## src/include/apd_pkg.sv

```systemverilog
// Register map, field layout and codes of the auto-power-down control block.
package apd_pkg;
  localparam int APD_IDX_W = 10;
  localparam int APD_ADDR_W = 12;
  localparam int APD_N_PIN = 4;
  localparam int APD_N_CONV = 4;
  localparam int APD_N_ALARM = 5;
  localparam int APD_N_IRQ = 3;
  // ---------------------------------------------------------------------
  // Register indices; the byte address is four times the index.
  // ---------------------------------------------------------------------
  localparam logic [9:0] APD_IDX_CLAMP = 10'h042;
  localparam logic [9:0] APD_IDX_REACT = 10'h043;
  localparam logic [9:0] APD_IDX_SRC = 10'h044;
  localparam logic [9:0] APD_IDX_IRQ_STAT = 10'h070;
  localparam logic [9:0] APD_IDX_IRQ_EN = 10'h071;
  localparam logic [9:0] APD_IDX_IRQ_CLR = 10'h072;
  localparam logic [9:0] APD_IDX_STATE = 10'h073;
  // ---------------------------------------------------------------------
  // Reset values and writable masks.
  // ---------------------------------------------------------------------
  localparam logic [15:0] APD_REACT_RST = 16'hAAFF;
  localparam logic [15:0] APD_SRC_RST = 16'h0000;
  localparam logic [15:0] APD_SRC_MASK = 16'h0133;
  localparam logic [15:0] APD_CLAMP_RST = 16'h0000;
  localparam logic [15:0] APD_CLAMP_MASK = 16'h000F;
  localparam logic [15:0] APD_ALL_MASK = 16'hFFFF;
  localparam logic [2:0] APD_IRQ_RST = 3'h0;
  // ---------------------------------------------------------------------
  // Field positions. Pin k: 0 = A0, 1 = A2, 2 = B0, 3 = B2.
  // ---------------------------------------------------------------------
  localparam int APD_PIN_LSB = 8;
  localparam int APD_CONV_A_LSB = 0;
  localparam int APD_CONV_B_LSB = 4;
  localparam int APD_SRC_TEMP = 8;
  localparam int APD_SRC_CONV1 = 5;
  localparam int APD_SRC_CONV0 = 4;
  localparam int APD_SRC_SENSE1 = 1;
  localparam int APD_SRC_SENSE0 = 0;
  localparam int APD_ALM_SENSE0 = 0;
  localparam int APD_ALM_SENSE1 = 1;
  localparam int APD_ALM_CONV0 = 2;
  localparam int APD_ALM_CONV1 = 3;
  localparam int APD_ALM_TEMP = 4;
  localparam int APD_IRQ_CONV_A = 0;
  localparam int APD_IRQ_GRP_B = 1;
  localparam int APD_IRQ_PIN_A = 2;
  localparam int APD_ST_EV_A = 8;
  // ---------------------------------------------------------------------
  // Pin reaction codes and bus responses.
  // ---------------------------------------------------------------------
  localparam logic [1:0] APD_CODE_IGNORE = 2'h0;
  localparam logic [1:0] APD_CODE_RAIL = 2'h2;
  localparam logic [1:0] APD_CODE_CLAMP = 2'h3;
  localparam logic [1:0] APD_RESP_OKAY = 2'h0;
  localparam logic [1:0] APD_RESP_SLVERR = 2'h2;
endpackage

```

## src/logic/apd_axil_slave.sv

```systemverilog
// AXI4-Lite slave front end with one write and one read under way.
`timescale 1ns/1ps
module apd_axil_slave
  import apd_pkg::*;
#(
  parameter int ADDR_W = APD_ADDR_W
) (
  input wire logic sys_clk_i,
  input wire logic rst_n_i,
  input wire logic [ADDR_W-1:0] awaddr_i,
  input wire logic awvalid_i,
  output logic awready_o,
  input wire logic [31:0] wdata_i,
  input wire logic [3:0] wstrb_i,
  input wire logic wvalid_i,
  output logic wready_o,
  output logic [1:0] bresp_o,
  output logic bvalid_o,
  input wire logic bready_i,
  input wire logic [ADDR_W-1:0] araddr_i,
  input wire logic arvalid_i,
  output logic arready_o,
  output logic [31:0] rdata_o,
  output logic [1:0] rresp_o,
  output logic rvalid_o,
  input wire logic rready_i,
  output logic wr_req_o,
  output logic [ADDR_W-3:0] wr_idx_o,
  output logic [31:0] wr_data_o,
  output logic [3:0] wr_strb_o,
  input wire logic wr_ok_i,
  output logic rd_req_o,
  output logic [ADDR_W-3:0] rd_idx_o,
  input wire logic [31:0] rd_data_i,
  input wire logic rd_ok_i
);
  logic aw_held;
  logic w_held;
  logic [ADDR_W-1:0] awaddr_q;

  assign awready_o = !aw_held && !bvalid_o;
  assign wready_o = !w_held && !bvalid_o;
  assign wr_req_o = aw_held && w_held && !bvalid_o;
  assign wr_idx_o = awaddr_q[ADDR_W-1:2];
  assign arready_o = !rvalid_o;
  assign rd_req_o = arvalid_i && !rvalid_o;
  assign rd_idx_o = araddr_i[ADDR_W-1:2];

  always_ff @(posedge sys_clk_i) begin
    if (!rst_n_i) begin
      aw_held <= 1'b0;
      w_held <= 1'b0;
      awaddr_q <= '0;
      wr_data_o <= '0;
      wr_strb_o <= '0;
      bvalid_o <= 1'b0;
      bresp_o <= APD_RESP_OKAY;
      rvalid_o <= 1'b0;
      rdata_o <= '0;
      rresp_o <= APD_RESP_OKAY;
    end else begin
      if (awvalid_i && awready_o) begin
        aw_held <= 1'b1;
        awaddr_q <= awaddr_i;
      end else if (wr_req_o) begin
        aw_held <= 1'b0;
      end
      if (wvalid_i && wready_o) begin
        w_held <= 1'b1;
        wr_data_o <= wdata_i;
        wr_strb_o <= wstrb_i;
      end else if (wr_req_o) begin
        w_held <= 1'b0;
      end
      if (wr_req_o) begin
        bvalid_o <= 1'b1;
        bresp_o <= wr_ok_i ? APD_RESP_OKAY : APD_RESP_SLVERR;
      end else if (bready_i) begin
        bvalid_o <= 1'b0;
      end
      if (rd_req_o) begin
        rvalid_o <= 1'b1;
        rdata_o <= rd_data_i;
        rresp_o <= rd_ok_i ? APD_RESP_OKAY : APD_RESP_SLVERR;
      end else if (rready_i) begin
        rvalid_o <= 1'b0;
      end
    end
  end

  bvalid_hold_a: assert property (@(posedge sys_clk_i) disable iff (!rst_n_i)
    bvalid_o && !bready_i |=> bvalid_o && $stable(bresp_o))
    else $error("write response dropped before it was taken");
  rvalid_hold_a: assert property (@(posedge sys_clk_i) disable iff (!rst_n_i)
    rvalid_o && !rready_i |=> rvalid_o && $stable(rdata_o))
    else $error("read data dropped before it was taken");
endmodule

```

## src/logic/apd_pin_react.sv

```systemverilog
// Reaction of one output pin to an auto-power-down event.
`timescale 1ns/1ps
module apd_pin_react
  import apd_pkg::*;
(
  input wire logic sys_clk_i,
  input wire logic rst_n_i,
  input wire logic [1:0] code_i,
  input wire logic clamp_sel_i,
  input wire logic event_i,
  output logic drive_off_o,
  output logic tie_rail_o,
  output logic tie_conv_o
);
  logic to_rail;
  logic to_clamp;
  logic next_drive_off;

  assign to_rail = event_i && code_i == APD_CODE_RAIL;
  assign to_clamp = event_i && code_i == APD_CODE_CLAMP;
  // Code 00 and the undefined code 01 both leave the pin alone.
  assign next_drive_off = to_rail || to_clamp;

  always_ff @(posedge sys_clk_i) begin
    if (!rst_n_i) begin
      drive_off_o <= 1'b0;
      tie_rail_o <= 1'b0;
      tie_conv_o <= 1'b0;
    end else begin
      drive_off_o <= next_drive_off;
      tie_rail_o <= to_rail || (to_clamp && !clamp_sel_i);
      tie_conv_o <= to_clamp && clamp_sel_i;
    end
  end

  pin_ignore_a: assert property (
    @(posedge sys_clk_i) disable iff (!rst_n_i)
    code_i == APD_CODE_IGNORE |=> !drive_off_o && !tie_rail_o && !tie_conv_o)
    else $error("ignored pin reacted to an event");
  pin_rail_a: assert property (
    @(posedge sys_clk_i) disable iff (!rst_n_i)
    event_i && code_i == APD_CODE_RAIL |=> drive_off_o && tie_rail_o
      && !tie_conv_o)
    else $error("pin not tied to the rail");
  pin_clamp_a: assert property (
    @(posedge sys_clk_i) disable iff (!rst_n_i)
    event_i && code_i == APD_CODE_CLAMP |=> drive_off_o
      && (tie_conv_o == $past(clamp_sel_i)) && (tie_rail_o != tie_conv_o))
    else $error("pin clamp target wrong");
  pin_release_a: assert property (
    @(posedge sys_clk_i) disable iff (!rst_n_i)
    !event_i |=> !drive_off_o && !tie_rail_o && !tie_conv_o)
    else $error("pin held without an event");
  pin_conv_c: cover property (@(posedge sys_clk_i) disable iff (!rst_n_i)
    to_clamp && clamp_sel_i ##1 tie_conv_o);
endmodule

```

## src/logic/apd_ctrl.sv

```systemverilog
// Auto-power-down reaction and alarm-source control with register bank.
//
// The implementer's own choice: register access over AXI4-Lite.
`timescale 1ns/1ps
// Summary of operation
// - Pin code 00 leaves the group-B pin untouched by events.
// - Pin code 10 disables group-B drive and ties pin to rail.
// - Pin code 11 disables drive, ties to rail or converter per clamp.
// - Group-A pins react to codes 00, 10, 11 in the same way.
// - Pin fields sit at bits 15:8, B2, B0, A2, A0; each resets 2h.
// - Bits 7:4 enable B converters, 3:0 A converters; reset 1h each.
// - A converter with its enable cleared ignores events.
// - Alarms power down a group-A converter only if it is enabled.
// - Source bit 8 lets the temperature alarm raise the A event.
// - Source bits 5 and 4 gate converter-input alarms 1 and 0.
// - Source bits 1 and 0 gate current-sense alarms 1 and 0.
// - Alarm-source register at 44h resets to zero.
// - Clamp bit 0 picks the rail, 1 picks the neighbour converter.
module apd_ctrl
  import apd_pkg::*;
#(
  parameter int ADDR_W = APD_ADDR_W
) (
  input wire logic sys_clk_i,
  input wire logic rst_n_i,
  input wire logic [ADDR_W-1:0] s_axi_awaddr_i,
  input wire logic s_axi_awvalid_i,
  output logic s_axi_awready_o,
  input wire logic [31:0] s_axi_wdata_i,
  input wire logic [3:0] s_axi_wstrb_i,
  input wire logic s_axi_wvalid_i,
  output logic s_axi_wready_o,
  output logic [1:0] s_axi_bresp_o,
  output logic s_axi_bvalid_o,
  input wire logic s_axi_bready_i,
  input wire logic [ADDR_W-1:0] s_axi_araddr_i,
  input wire logic s_axi_arvalid_i,
  output logic s_axi_arready_o,
  output logic [31:0] s_axi_rdata_o,
  output logic [1:0] s_axi_rresp_o,
  output logic s_axi_rvalid_o,
  input wire logic s_axi_rready_i,
  input wire logic [APD_N_ALARM-1:0] alarm_i,
  input wire logic grp_b_event_i,
  input wire logic pin_a_event_i,
  output logic [APD_N_CONV-1:0] conv_a_pd_o,
  output logic [APD_N_CONV-1:0] conv_b_pd_o,
  output logic [APD_N_PIN-1:0] pin_drive_off_o,
  output logic [APD_N_PIN-1:0] pin_tie_rail_o,
  output logic [APD_N_PIN-1:0] pin_tie_conv_o,
  output logic irq_o
);
  // -----------------------------------------------------------------------
  // Decoding shared by reads and writes.
  // -----------------------------------------------------------------------
  function automatic logic apd_mapped(input logic [APD_IDX_W-1:0] idx);
    return idx == APD_IDX_CLAMP || idx == APD_IDX_REACT
      || idx == APD_IDX_SRC || idx == APD_IDX_IRQ_STAT
      || idx == APD_IDX_IRQ_EN || idx == APD_IDX_IRQ_CLR
      || idx == APD_IDX_STATE;
  endfunction

  function automatic logic [15:0] apd_merge(input logic [15:0] old,
    input logic [31:0] data, input logic [3:0] strb, input logic [15:0] mask);
    logic [15:0] val;
    val = old;
    if (strb[0]) begin
      val[7:0] = data[7:0];
    end
    if (strb[1]) begin
      val[15:8] = data[15:8];
    end
    return val & mask;
  endfunction

  // -----------------------------------------------------------------------
  // Bus slave.
  // -----------------------------------------------------------------------
  logic wr_req;
  logic [APD_IDX_W-1:0] wr_idx;
  logic [31:0] wr_data;
  logic [3:0] wr_strb;
  logic rd_req;
  logic [APD_IDX_W-1:0] rd_idx;
  logic [31:0] rd_data;
  logic wr_ok;
  logic rd_ok;

  apd_axil_slave #(.ADDR_W(ADDR_W)) u_bus (
    .sys_clk_i(sys_clk_i),
    .rst_n_i(rst_n_i),
    .awaddr_i(s_axi_awaddr_i),
    .awvalid_i(s_axi_awvalid_i),
    .awready_o(s_axi_awready_o),
    .wdata_i(s_axi_wdata_i),
    .wstrb_i(s_axi_wstrb_i),
    .wvalid_i(s_axi_wvalid_i),
    .wready_o(s_axi_wready_o),
    .bresp_o(s_axi_bresp_o),
    .bvalid_o(s_axi_bvalid_o),
    .bready_i(s_axi_bready_i),
    .araddr_i(s_axi_araddr_i),
    .arvalid_i(s_axi_arvalid_i),
    .arready_o(s_axi_arready_o),
    .rdata_o(s_axi_rdata_o),
    .rresp_o(s_axi_rresp_o),
    .rvalid_o(s_axi_rvalid_o),
    .rready_i(s_axi_rready_i),
    .wr_req_o(wr_req),
    .wr_idx_o(wr_idx),
    .wr_data_o(wr_data),
    .wr_strb_o(wr_strb),
    .wr_ok_i(wr_ok),
    .rd_req_o(rd_req),
    .rd_idx_o(rd_idx),
    .rd_data_i(rd_data),
    .rd_ok_i(rd_ok)
  );

  // -----------------------------------------------------------------------
  // Register bank.
  // -----------------------------------------------------------------------
  logic [15:0] clamp_q;
  logic [15:0] react_q;
  logic [15:0] src_q;
  logic [APD_N_IRQ-1:0] irq_stat;
  logic [APD_N_IRQ-1:0] irq_en;
  logic wr_clamp;
  logic wr_react;
  logic wr_src;
  logic wr_irq_en;
  logic [APD_N_IRQ-1:0] irq_clr;
  logic [15:0] state_word;
  logic [APD_N_ALARM-1:0] alarm_sel;
  logic conv_a_event;
  logic [APD_N_CONV-1:0] conv_a_en;
  logic [APD_N_CONV-1:0] conv_b_en;

  assign wr_ok = apd_mapped(wr_idx);
  assign rd_ok = apd_mapped(rd_idx);
  assign wr_clamp = wr_req && wr_idx == APD_IDX_CLAMP;
  assign wr_react = wr_req && wr_idx == APD_IDX_REACT;
  assign wr_src = wr_req && wr_idx == APD_IDX_SRC;
  assign wr_irq_en = wr_req && wr_idx == APD_IDX_IRQ_EN && wr_strb[0];
  assign irq_clr = (wr_req && wr_idx == APD_IDX_IRQ_CLR && wr_strb[0])
    ? wr_data[APD_N_IRQ-1:0] : '0;

  always_ff @(posedge sys_clk_i) begin
    if (!rst_n_i) begin
      clamp_q <= APD_CLAMP_RST;
      react_q <= APD_REACT_RST;
      src_q <= APD_SRC_RST;
      irq_en <= APD_IRQ_RST;
    end else begin
      if (wr_clamp) begin
        clamp_q <= apd_merge(clamp_q, wr_data, wr_strb, APD_CLAMP_MASK);
      end
      if (wr_react) begin
        react_q <= apd_merge(react_q, wr_data, wr_strb, APD_ALL_MASK);
      end
      if (wr_src) begin
        src_q <= apd_merge(src_q, wr_data, wr_strb, APD_SRC_MASK);
      end
      if (wr_irq_en) begin
        irq_en <= wr_data[APD_N_IRQ-1:0];
      end
    end
  end

  assign state_word = {7'h00, conv_a_event, conv_b_pd_o, conv_a_pd_o};
  assign rd_data = rd_idx == APD_IDX_CLAMP ? {16'h0000, clamp_q}
    : rd_idx == APD_IDX_REACT ? {16'h0000, react_q}
    : rd_idx == APD_IDX_SRC ? {16'h0000, src_q}
    : rd_idx == APD_IDX_IRQ_STAT ? {29'h0000000, irq_stat}
    : rd_idx == APD_IDX_IRQ_EN ? {29'h0000000, irq_en}
    : rd_idx == APD_IDX_STATE ? {16'h0000, state_word}
    : 32'h00000000;

  // -----------------------------------------------------------------------
  // Group-A converter event and converter power-down.
  // -----------------------------------------------------------------------
  assign alarm_sel[APD_ALM_TEMP] = src_q[APD_SRC_TEMP];
  assign alarm_sel[APD_ALM_CONV1] = src_q[APD_SRC_CONV1];
  assign alarm_sel[APD_ALM_CONV0] = src_q[APD_SRC_CONV0];
  assign alarm_sel[APD_ALM_SENSE1] = src_q[APD_SRC_SENSE1];
  assign alarm_sel[APD_ALM_SENSE0] = src_q[APD_SRC_SENSE0];
  assign conv_a_event = |(alarm_i & alarm_sel);
  assign conv_a_en = react_q[APD_CONV_A_LSB +: APD_N_CONV];
  assign conv_b_en = react_q[APD_CONV_B_LSB +: APD_N_CONV];

  always_ff @(posedge sys_clk_i) begin
    if (!rst_n_i) begin
      conv_a_pd_o <= '0;
      conv_b_pd_o <= '0;
    end else begin
      conv_a_pd_o <= conv_a_en & {APD_N_CONV{conv_a_event}};
      conv_b_pd_o <= conv_b_en & {APD_N_CONV{grp_b_event_i}};
    end
  end

  // -----------------------------------------------------------------------
  // Output pin reactions.
  // -----------------------------------------------------------------------
  genvar k;
  generate
    for (k = 0; k < APD_N_PIN; k++) begin : g_pin
      apd_pin_react u_pin (
        .sys_clk_i(sys_clk_i),
        .rst_n_i(rst_n_i),
        .code_i(react_q[APD_PIN_LSB + 2 * k +: 2]),
        .clamp_sel_i(clamp_q[k]),
        .event_i(k < APD_N_PIN / 2 ? pin_a_event_i : grp_b_event_i),
        .drive_off_o(pin_drive_off_o[k]),
        .tie_rail_o(pin_tie_rail_o[k]),
        .tie_conv_o(pin_tie_conv_o[k])
      );
    end
  endgenerate

  // -----------------------------------------------------------------------
  // Interrupts on the rising edge of each event.
  // -----------------------------------------------------------------------
  logic [APD_N_IRQ-1:0] ev_now;
  logic [APD_N_IRQ-1:0] ev_prev;
  logic [APD_N_IRQ-1:0] ev_rise;

  assign ev_now = {pin_a_event_i, grp_b_event_i, conv_a_event};
  assign ev_rise = ev_now & ~ev_prev;
  assign irq_o = |(irq_stat & irq_en);

  always_ff @(posedge sys_clk_i) begin
    if (!rst_n_i) begin
      ev_prev <= APD_IRQ_RST;
      irq_stat <= APD_IRQ_RST;
    end else begin
      ev_prev <= ev_now;
      // A new event wins over a clear in the same cycle.
      irq_stat <= (irq_stat & ~irq_clr) | ev_rise;
    end
  end

  // -----------------------------------------------------------------------
  // Checks.
  // -----------------------------------------------------------------------
  react_reset_a: assert property (
    @(posedge sys_clk_i) $rose(rst_n_i) |-> react_q == APD_REACT_RST)
    else $error("reaction register reset value wrong");
  conv_en_reset_a: assert property (
    @(posedge sys_clk_i) $rose(rst_n_i) |-> conv_a_en == '1
      && conv_b_en == '1)
    else $error("converter enables not set after reset");
  src_reset_a: assert property (
    @(posedge sys_clk_i) $rose(rst_n_i) ##0 !wr_src [*2]
      |-> src_q == APD_SRC_RST)
    else $error("alarm source register not clear after reset");
  conv_gate_a: assert property (
    @(posedge sys_clk_i) disable iff (!rst_n_i)
    1'b1 |=> (conv_a_pd_o & ~$past(conv_a_en)) == '0
      && (conv_b_pd_o & ~$past(conv_b_en)) == '0)
    else $error("disabled converter powered down");
  temp_alarm_a: assert property (
    @(posedge sys_clk_i) disable iff (!rst_n_i)
    alarm_i[APD_ALM_TEMP] && src_q[APD_SRC_TEMP] && conv_a_en[0]
      |=> conv_a_pd_o[0])
    else $error("temperature alarm did not power down");
  conv_alarm_a: assert property (
    @(posedge sys_clk_i) disable iff (!rst_n_i)
    alarm_i[APD_ALM_CONV1] && src_q[APD_SRC_CONV1] |=> conv_a_pd_o
      == $past(conv_a_en))
    else $error("converter input alarm did not power down");
  sense_alarm_a: assert property (
    @(posedge sys_clk_i) disable iff (!rst_n_i)
    alarm_i[APD_ALM_SENSE0] && src_q[APD_SRC_SENSE0] |=> conv_a_pd_o
      == $past(conv_a_en))
    else $error("current sense alarm did not power down");
  no_event_a: assert property (
    @(posedge sys_clk_i) disable iff (!rst_n_i)
    (alarm_i & alarm_sel) == '0 |=> conv_a_pd_o == '0)
    else $error("power down without a selected alarm");
  grp_b_pd_a: assert property (
    @(posedge sys_clk_i) disable iff (!rst_n_i)
    grp_b_event_i && conv_b_en != '0 |=> conv_b_pd_o != '0)
    else $error("group B converters not powered down");
  irq_sticky_a: assert property (
    @(posedge sys_clk_i) disable iff (!rst_n_i)
    ev_rise[APD_IRQ_CONV_A] |=> irq_stat[APD_IRQ_CONV_A])
    else $error("interrupt status missed an event");
  temp_pd_c: cover property (@(posedge sys_clk_i) disable iff (!rst_n_i)
    alarm_i[APD_ALM_TEMP] && src_q[APD_SRC_TEMP] ##1 conv_a_pd_o != '0);
  irq_c: cover property (@(posedge sys_clk_i) disable iff (!rst_n_i)
    ev_rise[APD_IRQ_GRP_B] && irq_en[APD_IRQ_GRP_B] ##1 irq_o);
  clr_race_c: cover property (@(posedge sys_clk_i) disable iff (!rst_n_i)
    irq_clr[APD_IRQ_PIN_A] && ev_rise[APD_IRQ_PIN_A]);
endmodule

```

## config.mk

```make
export PLATFORM = sky130hd
export DESIGN_NAME = apd_ctrl
export DESIGN_NICKNAME = d
export VERILOG_FILES = /design/src/include/apd_pkg.sv /design/src/logic/apd_axil_slave.sv /design/src/logic/apd_pin_react.sv /design/src/logic/apd_ctrl.sv
export SDC_FILE = /design/constraint.sdc
export NUM_CORES = 1
export LEC_CHECK = 0
export CORE_MARGIN = 2
export CORE_UTILIZATION = 40
export DETAILED_ROUTE_END_ITERATION = 8
export DONT_BUFFER_PORTS = 1
export MAX_ROUTING_LAYER = met4
export PLACE_DENSITY_LB_ADDON = 0.1
export SLEW_MARGIN = 15
export SYNTH_ARGS = -nofsm -noshare
export SYNTH_HDL_FRONTEND = slang
export SYNTH_SLANG_ARGS = --single-unit
```

## constraint.sdc

```tcl
create_clock -name sys_clk_i -period 2.2 [get_ports sys_clk_i]
set_input_delay 0.11 -clock sys_clk_i [delete_from_list [all_inputs] [get_ports sys_clk_i]]
set_output_delay 0.11 -clock sys_clk_i [all_outputs]
set_load 0.01 [all_outputs]
```

Yosys cells after proc, flatten, opt, wreduce, memory -nomap -nowiden
Cells that the tools add are included.

Bits in registers: 124. Input port bits: 74. Output and inout port bits: 62. Word-level logic and storage cells: 148.

Eq/ne operators: 22. Mux-type cells: 16. Bitwise operators: 9. Reduce and logical (&&, ||, !) cells: 69.

Operators by type and width (count): equality test 10 x 7 -> 1 bit, second input constant (14); 2-to-1 mux 9 bit (4); 2-to-1 mux 16 bit (2); logical AND 1 bit (30); logical OR 1 bit (20); equality test 2 bit, second input constant (8); AND reduction 2 bit (5); bitwise AND 3 bit (3); bitwise AND 4 bit (2); zero test 1 bit (8); nonzero test 2 bit (4); 2-to-1 mux 1 bit (7); NOT 3 bit (2); bitwise AND 5 bit (1); OR reduction 5 bit (1); 2-to-1 mux 2 bit (2); 2-to-1 mux 3 bit (1); bitwise OR 3 bit (1); OR reduction 3 bit (1).

Logic depth before layout (Yosys ltp)
Gate-level depths: netlist of the first run.

Word-level depth: 8. Gate-level depth with buffers: 6.

Hierarchy
Synthesis of the first run repeated with hierarchy kept, for this count alone.

Cell total of the unflattened synthesis: 639. Area total of the unflattened synthesis: 5676.7 sq um.

Modules (own cells, without submodules): apd_axil_slave (instances 1, cells each 383, area an instance 3206.8 sq um); apd_ctrl (instances 1, cells each 232, area an instance 2114.5 sq um); apd_pin_react (instances 4, cells each 6, area an instance 88.8 sq um).

Least setup slack after synthesis of the first run
No wires, ideal clock.

Path type: reg-to-reg. Start point: register u_bus.awaddr_q[9]. End point: register src_q[0]. Data arrival time: 1598 ps. Data required time: 2084 ps. Setup slack: 486 ps. Stages on the path, launching flop included: 7. Path buffers: 1. Period minus slack after synthesis: 1714 ps. Path through: dfxtp_1 nor4b_4 nand2_1 or4_1 clkbuf_2 mux2i_1 nor2b_1.

Cells in the longest elaborated chain, start to end: 3.

Ends and longest elaborated chain: start, declared (line apd_axil_slave.sv:39) `logic [ADDR_W-1:0] awaddr_q;`; start signal, assigned (line apd_axil_slave.sv:64) `awaddr_q <= awaddr_i;`; equality test 10 x 7 -> 1 bit (line apd_ctrl.sv:143) `assign wr_src = wr_req && wr_idx == APD_IDX_SRC;`; logical AND 1 bit (line apd_ctrl.sv:143); AND reduction 2 bit (no source line); end signal, assigned (line apd_ctrl.sv:162) `src_q <= apd_merge(src_q, wr_data, wr_strb, APD_SRC_MASK);`; end, declared (line apd_ctrl.sv:125) `logic [15:0] src_q;`.

Every way passes these cells. A chain may end at the register's enable or synchronous reset.

Worst setup path in the final report of the first run
Start point: register u_bus.awaddr_q[9]. End point: register src_q[5].

The elaborated chain is that of the path after synthesis.

==> results.json, run 1 <==
{
  "die_y_microns": 108,
  "startpoint_type": "register",
  "layout_commonest_cell": "dfxtp_1",
  "synth-async-reset-ratio_pct": 0,
  "path_cells": "nor4b_4 -> nand2_1 -> or4_1 -> mux2i_1 -> nor2b_1",
  "max-cap-violations": 0,
  "ys_ff_latch": 104,
  "fmax_ghz": 0.530,
  "status": "finished clean",
  "clk_latency_ns": 0.36,
  "worst_slack_ns": 0.314,
  "vias": 3299,
  "r2r-start": "u_bus.awaddr_q[9]$_SDFFE_PN0P_",
  "hold_class": "primary input to register",
  "crit_fanout": 4,
  "antenna_cells": 0,
  "drt-total-wl_mm": 10.3,
  "port_buffers": 0,
  "final_util_pct": 45.4,
  "syn-cell-area_sq_um": 4350,
  "first_pass_iters": 4,
  "std_cell_rows": 38,
  "gr-total-overflow": 0,
  "root_buffer": "clkbuf_8",
  "gp_congestion": 0.887,
  "h-tree-depth": 3,
  "place_ws_ns": 0.308,
  "dp.cells": 591,
  "grt_max_degree": 89,
  "vias_per_cell": 5.15,
  "rr_worst_depth": 5,
  "nets": 570,
  "dpl.hpwl_mm": 7.35,
  "ant_nets": 0,
  "hold_ws_ns": 0.0236,
  "io_pins": 136,
  "worstPathRequired_ns": 2.46,
  "reg2reg_slack_ns": 0.31,
  "yosysWarnings": 0,
  "finalHoldViolations": 0,
  "holdPathStages": 2,
  "crit_type": "register to register",
  "yosysTopAreaCell": "dfxtp_1",
  "grt_pass1_vias": 3020,
  "synth_area_leaders": "dfxtp_1, nand2_1, a21boi_0, mux2i_1, buf_4",
  "finalNonFillerCells": 640,
  "num-fill-cells": 1083,
  "grtUsageTotal_pct": 18.1,
  "antenna_found_initial": 0,
  "synth.avg_cell_area_sq_um": 9.14,
  "initial_core_util_pct": 40.5,
  "dieArea_sq_um": 11700,
  "syn_inst": 476,
  "max_stage_delay_ns": 0.69,
  "setup_tns_ns": 0,
  "synth_cell_types": 48,
  "slew_headroom_pct": 43.4,
  "cts_tree": "built",
  "cts.path.max_buffers": 2,
  "area_growth_pct": 12.0,
  "clk_pin_slew_ns": 0.10,
  "rsz0062_at_grt": "false",
  "finalCritPeriodShare_pct": 85.7,
  "drtIter0Drc": 177,
  "synth_edf_count": 0,
  "grt_pass1_wl_mm": 15.7,
  "critPathSlowestCell": "or4_1",
  "ys.flop_type": "dfxtp_1",
  "wl_per_cell_microns": 16.1,
  "die_w_microns": 108,
  "min_period_ns": 1.89,
  "ir_drop_mv": 0.313,
  "finalClockSkew_ns": 0.0133,
  "synth_seq_area_share_pct": 47.8,
  "worstReg2RegEnd": "src_q[5]$_SDFFE_PN0P_",
  "final_cell_mix": "dfxtp_1, nand2_1, a21boi_0",
  "cp.arrival_ns": 2.15,
  "slew_violations": 0,
  "synth_top_area_share_pct": 47.8,
  "worst-slew-pin-transition_ns": 0.843,
  "hp-start": "s_axi_araddr_i[9]",
  "core_sq_um": 10700,
  "post_cts_buffers": 0,
  "endpoint_kind": "register",
  "drc_errors": 0,
  "drive_above_1_share_pct": 6.20,
  "cts_buffers": 9,
  "cts_sinks": 104,
  "min_to": "u_bus.rdata_o[4]$_SDFFE_PN0P_",
  "p_per_area_nw_per_um2": 687,
  "setup-violations-final": 0,
  "leakage_nw": 1.85
}
## per-layer routing
layer  vias up  part of all wire [%]  wire, microns  track usage (%)
met5         -                     0              0                -
li1       1645                     -              -                -
met1      1531                    49           5030             24.0
met2       107                    44           4530             27.1
met4         0                   1.7            176             7.51
met3        16                   5.6            582             3.62
## cell families (layout without fill, tap and decap cells)
| family | after synthesis | after routing | synth area share, % |
|---|---|---|---|
| AND/OR/NAND/NOR | 194 | 194 | 23.2 |
| flip-flops | 104 | 104 | 47.8 |
| AO/OA/AOI/OAI | 98 | 98 | 16.2 |
| buffers and inverters | 56 | 63 | 7.44 |
| multiplexers | 23 | 23 | 5.29 |
| other | 1 | 18 | 0.0861 |
## final cells by class
cell class | count | area (sq um) | share of cell area (%)
Sequential cell | 104 | 2080 | 42.7
Multi-Input combinational cell | 333 | 2010 | 41.2
Tap cell | 140 | 175 | 3.59
Inverter | 6 | 22.5 | 0.462
Clock inverter | 6 | 45.0 | 0.924
Timing Repair Buffer | 42 | 418 | 8.57
Clock buffer | 9 | 124 | 2.54
## state kept, by name, indices dropped and copies added, names as in the netlist
signal / count
u_bus.bresp_o: 1
u_bus.rvalid_o: 1
u_bus.rresp_o: 1
g_pin.u_pin.tie_rail_o: 4
ev_prev: 3
u_bus.awaddr_q: 10
react_q: 16
conv_a_pd_o: 4
g_pin.u_pin.tie_conv_o: 4
g_pin.u_pin.drive_off_o: 4
u_bus.w_held: 1
u_bus.wr_data_o: 16
clamp_q: 4
u_bus.aw_held: 1
src_q: 5
irq_en: 3
irq_stat: 3
u_bus.bvalid_o: 1
u_bus.rdata_o: 16
conv_b_pd_o: 4
u_bus.wr_strb_o: 2
## how the worst max path moves through the flow
stage / startpoint / end / slack (ns) / cells after the start
after floorplan: u_bus.awaddr_q[9]$_SDFFE_PN0P_ / src_q[0]$_SDFFE_PN0P_ / 0.49 / 6
after global placement: u_bus.awaddr_q[9]$_SDFFE_PN0P_ / src_q[4]$_SDFFE_PN0P_ / 0.34 / 5
after detailed placement: u_bus.awaddr_q[9]$_SDFFE_PN0P_ / src_q[0]$_SDFFE_PN0P_ / 0.31 / 5
after CTS: u_bus.awaddr_q[9]$_SDFFE_PN0P_ / src_q[5]$_SDFFE_PN0P_ / 0.30 / 5
after global routing: u_bus.awaddr_q[9]$_SDFFE_PN0P_ / src_q[5]$_SDFFE_PN0P_ / 0.17 / 5
final: u_bus.awaddr_q[9]$_SDFFE_PN0P_ / src_q[5]$_SDFFE_PN0P_ / 0.31 / 5
## metrics by stage
| step | power (mW) | area [sq um] |
|---|---|---|
| after floorplan | 2.24 | 4420 |
| after global placement | 2.23 | 4350 |
| after detailed placement | 2.24 | 4350 |
| after CTS | 3.38 | 4880 |
| after global routing | 3.52 | 4880 |
| final | 3.35 | 4880 |
## Yosys cell counts, types with 4 or more instances
master,number
dfxtp_1,104
nand2_1,90
a21boi_0,39
nor2b_1,31
buf_4,30
mux2i_1,23
and3_1,18
clkbuf_1,18
o21ai_0,17
a22oi_1,13
nand3_1,9
nor2_1,9
and2_1,8
inv_1,6
a22o_1,5
nor3_1,5
a21oi_1,4
## critical path: cells and delay by family, from the launching register on
family | cells | cell delay, ns
and+or+nand+nor | 4 | 1.25
DFF | 1 | 0.34
muxes | 1 | 0.21
## where the power goes
part	internal, mW	switching, mW	total [mW]	leakage [nW]
Clock	0.412	0.669	1.08	0.0894
Combinational	0.124	0.148	0.272	0.908
Sequential	1.94	0.0553	2.00	0.848
## timing repair
item,4_1_cts,5_1_grt
hold buffers,34,0
endpoints found under the hold margin,88,0
gates resized for setup,0,0
No activity file was read; power rests on OpenSTA's default activity.
==> run 2, diff against run 1 <==
--- a/config.mk
+++ b/config.mk
@@ -6,7 +6,7 @@
 export NUM_CORES = 1
 export LEC_CHECK = 0
 export CORE_MARGIN = 2
-export CORE_UTILIZATION = 40
+export CORE_UTILIZATION = 46
 export DETAILED_ROUTE_END_ITERATION = 8
 export DONT_BUFFER_PORTS = 1
 export MAX_ROUTING_LAYER = met4
==> run 2 against run 1 <==
Via count down 2.0%. Power up 2.1%. Cell area down 0.18%. Wire length down 5.1%. Critical path type unchanged.
==> results.json, run 2 (synthesis results as in run 1) <==
{
  "final_cell_mix": "dfxtp_1, nand2_1, a21boi_0",
  "io_pins": 136,
  "drt-total-wl_mm": 9.79,
  "clk_pin_slew_ns": 0.11,
  "cts_sinks": 104,
  "max-cap-violations": 0,
  "gr-total-overflow": 0,
  "first_pass_iters": 4,
  "grt_max_degree": 89,
  "port_buffers": 0,
  "p_sw_mw": 0.916,
  "setup-violations-final": 0,
  "worst-slew-pin-transition_ns": 0.755,
  "crit_type": "register to register",
  "combPwrFrac_pct": 7.9,
  "vias": 3234,
  "reg2reg_slack_ns": 0.33,
  "drive_above_1_share_pct": 6.37,
  "power_mw": 3.42,
  "root_buffer": "clkbuf_8",
  "pwr-share-clk_pct": 33.8,
  "p_per_area_nw_per_um2": 703,
  "num-fill-cells": 881,
  "drtIter0Drc": 133,
  "reg.largest.list": "react_q: 16 flops, u_bus.rdata_o: 16 flops, u_bus.wr_data_o: 16 flops",
  "swShare_pct": 26.8,
  "dp.cells": 562,
  "worstPathRequired_ns": 2.47,
  "placed_area_sq_um": 4310,
  "nets": 571,
  "postCtsHoldBufs": 35,
  "leakage_nw": 1.86,
  "finalNonFillerCells": 613,
  "slew_violations": 0,
  "initial_core_util_pct": 47.3,
  "hp-start": "rst_n_i",
  "slew_headroom_pct": 49.3,
  "endpoint_kind": "register",
  "hold_class": "primary input to register",
  "std_cell_rows": 35,
  "grt_pass1_wl_mm": 15.5,
  "cp.arrival_ns": 2.14,
  "ant_nets": 0,
  "status": "finished clean",
  "clk_latency_ns": 0.38,
  "grtUsageTotal_pct": 20.1,
  "finalHoldViolations": 0,
  "startpoint_type": "register",
  "min_period_ns": 1.87,
  "drc_errors": 0,
  "cts_tree": "built",
  "area_growth_pct": 11.8,
  "vias_per_cell": 5.28,
  "setup_tns_ns": 0,
  "gp_congestion": 0.869,
  "cts_resized": 0,
  "fmax_ghz": 0.534,
  "crit_path_start": "u_bus.awaddr_q[9]$_SDFFE_PN0P_",
  "layout_commonest_cell": "dfxtp_1",
  "p_seq_share_pct": 58.3,
  "post_cts_buffers": 0,
  "cts.path.max_buffers": 2,
  "antenna_found_initial": 0,
  "cts_buffers": 9,
  "antenna_cells": 0,
  "dieArea_sq_um": 10300,
  "die_w_microns": 101,
  "dpl.hpwl_mm": 6.98,
  "final_util_pct": 52.9,
  "wl_per_cell_microns": 16.0,
  "die_y_microns": 101,
  "grt_pass1_vias": 3074,
  "ir_drop_mv": 0.304,
  "finalCritPeriodShare_pct": 85.1,
  "finalClockSkew_ns": 0.0133,
  "final_cell_area_sq_um": 4870,
  "p_int_mw": 2.50,
  "r2r-start": "u_bus.awaddr_q[9]$_SDFFE_PN0P_",
  "crit_fanout": 4,
  "rsz0062_at_grt": "false",
  "core_sq_um": 9200,
  "h-tree-depth": 3
}
## run 2: through the flow
stage / hold slack, ns / setup WS, ns
finish: 0.0487 / 0.327
global placement: 0.179 / 0.366
detailed placement: 0.182 / 0.316
global route: 0.0485 / 0.180
CTS: 0.0309 / 0.300
floorplan: 0.232 / 0.486
## run 2: area by class of cell
type	instances	area, sq um	area share [%]
flip-flops and latches	104	2080	42.8
clock inverters	7	62.6	1.29
inverters	6	22.5	0.463
well taps	111	139	2.85
repair buffers	43	428	8.79
clock buffers	9	124	2.54
multi-input cells	333	2010	41.3
## run 2: path summary, 6_finish.rpt
check,endpoint,depth (start not counted)
worst max-delay path,src_q[5]$_SDFFE_PN0P_,5
worst min-delay path,react_q[11]$_SDFFE_PN1P_,2
worst max register to register,src_q[5]$_SDFFE_PN0P_,5
worst min register to register,u_bus.wr_data_o[6]$_SDFFE_PN0P_,2
## run 2: critical path, stage by stage, from the launching register on
cell and delay, ns:
dfxtp_1 0.34, nor4b_4 0.34, nand2_1 0.16, or4_1 0.68, mux2i_1 0.20, nor2b_1 0.06
## run 2: power groups by stage
stage          Clock (mW)  Combinational (mW)  Sequential (mW)
6_report             1.15               0.271             1.99
2_1_floorplan           0               0.218             2.02
3_5_place_dp            0               0.196             2.04
4_1_cts              1.19               0.272             2.00
3_3_place_gp            0               0.193             2.04
5_1_grt              1.27               0.306             2.00
## run 2: per-layer routing
metal / routed length (microns) / GRT usage (%) / vias up
met5: 0 / - / -
met4: 157 / 7.28 / 0
met3: 446 / 3.73 / 16
met2: 4460 / 30.8 / 91
met1: 4720 / 26.5 / 1479
li1: - / - / 1648
==> run 3, diff against run 2 <==
--- a/config.mk
+++ b/config.mk
@@ -5,10 +5,10 @@
 export SDC_FILE = /design/constraint.sdc
 export NUM_CORES = 1
 export LEC_CHECK = 0
+export BUFFER_PORTS_ARGS = -buffer_cell sky130_fd_sc_hd__buf_2
 export CORE_MARGIN = 2
 export CORE_UTILIZATION = 46
 export DETAILED_ROUTE_END_ITERATION = 8
-export DONT_BUFFER_PORTS = 1
 export MAX_ROUTING_LAYER = met4
 export PLACE_DENSITY_LB_ADDON = 0.1
 export SLEW_MARGIN = 15
==> constraint.sdc (replaced) <==
create_clock -name sys_clk_i -period 1.7 [get_ports sys_clk_i]
set_input_delay 0.085 -clock sys_clk_i [delete_from_list [all_inputs] [get_ports sys_clk_i]]
set_output_delay 0.085 -clock sys_clk_i [all_outputs]
set_load 0.01 [all_outputs]
==> run 3 against run 2 <==
Fmax grew 15%. Sequential share of layout area shrank 4.9 points. Sequential power is 29% higher. Critical path type unchanged. Critical endpoint is now irq_en[1]$_SDFFE_PN0P_. Largest cell class unchanged. Highest routed layer unchanged.
==> results.json, run 3 (synthesis results as in run 1) <==
{
  "status": "finished clean",
  "power_mw": 4.82,
  "place_ws_ns": -0.0277,
  "cts_buffers": 9,
  "port_buffers": 95,
  "fmax_ghz": 0.613,
  "hp-start": "grp_b_event_i",
  "drtIter0Drc": 198,
  "core_sq_um": 9200,
  "vias": 3644,
  "max-cap-violations": 0,
  "endpoint_kind": "register",
  "h-tree-depth": 3,
  "finalCritPeriodShare_pct": 95.9,
  "cts.path.max_buffers": 2,
  "worst_slack_ns": 0.0699,
  "drive_above_1_share_pct": 24.2,
  "startpoint_type": "register",
  "placed_area_sq_um": 4920,
  "clk_pin_slew_ns": 0.11,
  "rsz0062_at_grt": "true",
  "clk_latency_ns": 0.37,
  "slew_headroom_pct": 62.7,
  "crit_fanout": 3,
  "crit_type": "register to register",
  "rr_worst_depth": 5,
  "area_growth_pct": 26.3,
  "holdPathStages": 2,
  "die_y_microns": 101,
  "grt_pass1_vias": 3322,
  "reg2reg_slack_ns": 0.07,
  "antenna_found_initial": 0,
  "leakage_nw": 2.37,
  "cts_tree": "built",
  "cp.arrival_ns": 1.89,
  "worstReg2RegEnd": "irq_en[1]$_SDFFE_PN0P_",
  "slew_violations": 0,
  "gr-total-overflow": 0,
  "reg.largest.list": "react_q: 16 flops, u_bus.rdata_o: 16 flops, u_bus.wr_data_o: 16 flops",
  "worst-slew-pin-transition_ns": 0.559,
  "layout_commonest_cell": "dfxtp_1",
  "finalHoldViolations": 0,
  "first_pass_iters": 5,
  "initial_core_util_pct": 47.3,
  "dpl.hpwl_mm": 7.36,
  "vias_per_cell": 5.07,
  "io_pins": 136,
  "post_cts_buffers": 0,
  "cts_sinks": 104,
  "antenna_cells": 0,
  "drc_errors": 0,
  "min_to": "ev_prev[1]$_SDFF_PN0_",
  "r2r-start": "u_bus.awaddr_q[11]$_SDFFE_PN0P_",
  "ir_drop_mv": 0.434,
  "die_w_microns": 101,
  "dieArea_sq_um": 10300,
  "grt_pass1_wl_mm": 16.3,
  "hold_ws_ns": 0.0428,
  "drt-total-wl_mm": 10.3,
  "hold_class": "primary input to register",
  "p_per_area_nw_per_um2": 877,
  "grtUsageTotal_pct": 21.0,
  "final_cell_mix": "dfxtp_1, buf_2, nand2_1",
  "min_period_ns": 1.63,
  "std_cell_rows": 35,
  "gp_congestion": 0.823,
  "worstPathRequired_ns": 1.96,
  "setup-violations-final": 0,
  "ant_nets": 0,
  "finalClockSkew_ns": 0.0157,
  "grt_max_degree": 88,
  "nets": 677,
  "final_cell_area_sq_um": 5500,
  "root_buffer": "clkbuf_8",
  "wl_per_cell_microns": 14.3
}
[run 3: metal layers]
layer  wire length [microns]  up-vias  track usage (%)  share of wire, %
met5                       0        -                -                 0
met4                     128        0             5.61               1.2
met3                     517       11             4.00               5.0
met2                    4710      113             33.6                46
met1                    4960     1658             27.2                48
li1                        -     1862                -                 -
[run 3: worst max path at each step]
stage	slack, ns	endpoint	cells past startpoint	startpoint
6_report	0.07	irq_en[1]$_SDFFE_PN0P_	5	u_bus.awaddr_q[11]$_SDFFE_PN0P_
5_1_grt	-0.03	react_q[9]$_SDFFE_PN1P_	6	u_bus.awaddr_q[11]$_SDFFE_PN0P_
4_1_cts	0.02	clamp_q[3]$_SDFFE_PN0P_	5	u_bus.awaddr_q[11]$_SDFFE_PN0P_
3_5_place_dp	-0.03	src_q[1]$_SDFFE_PN0P_	5	u_bus.awaddr_q[11]$_SDFFE_PN0P_
3_3_place_gp	0.007	src_q[0]$_SDFFE_PN0P_	5	u_bus.awaddr_q[11]$_SDFFE_PN0P_
2_1_floorplan	0.01	react_q[11]$_SDFFE_PN1P_	5	u_bus.awaddr_q[11]$_SDFFE_PN0P_
[run 3: area by class of cell]
cell class              count  area [sq um]
multi-input cells         333          2030
clock buffers               9           124
clock inverters             7           109
repair buffers            149           986
flip-flops and latches    104          2080
inverters                   6          22.5
well taps                 111           139
fillers                   843          3700
[run 3: power by group]
part	internal (mW)	switching, mW	total [mW]	leakage, nW
Combinational	0.231	0.250	0.481	1.40
Sequential	2.51	0.0532	2.57	0.849
Clock	0.864	0.910	1.77	0.118
[run 3: stage by stage]
step                      std cells  TNS (ns)  utilization (%)
after detailed placement        671   -0.0747             53.5
final                           719         0             59.8
after global routing            719    -0.157             59.8
after CTS                       719         0             59.6
after global placement          671         0             53.5
after floorplan                 493         0                -
[run 3: critical path, stage by stage (launching register included)]
cell and delay [ns]:
dfxtp_2 0.34, nor4b_4 0.35, nand3_1 0.17, or3_1 0.44, mux2i_1 0.18, nor2b_1 0.06
[run 3: timing repair]
item,4_1_cts,5_1_grt
hold endpoints to repair,31,0
pin swaps,0,0
hold buffers,32,0
setup endpoints to repair,4,20
resized for setup,1,7
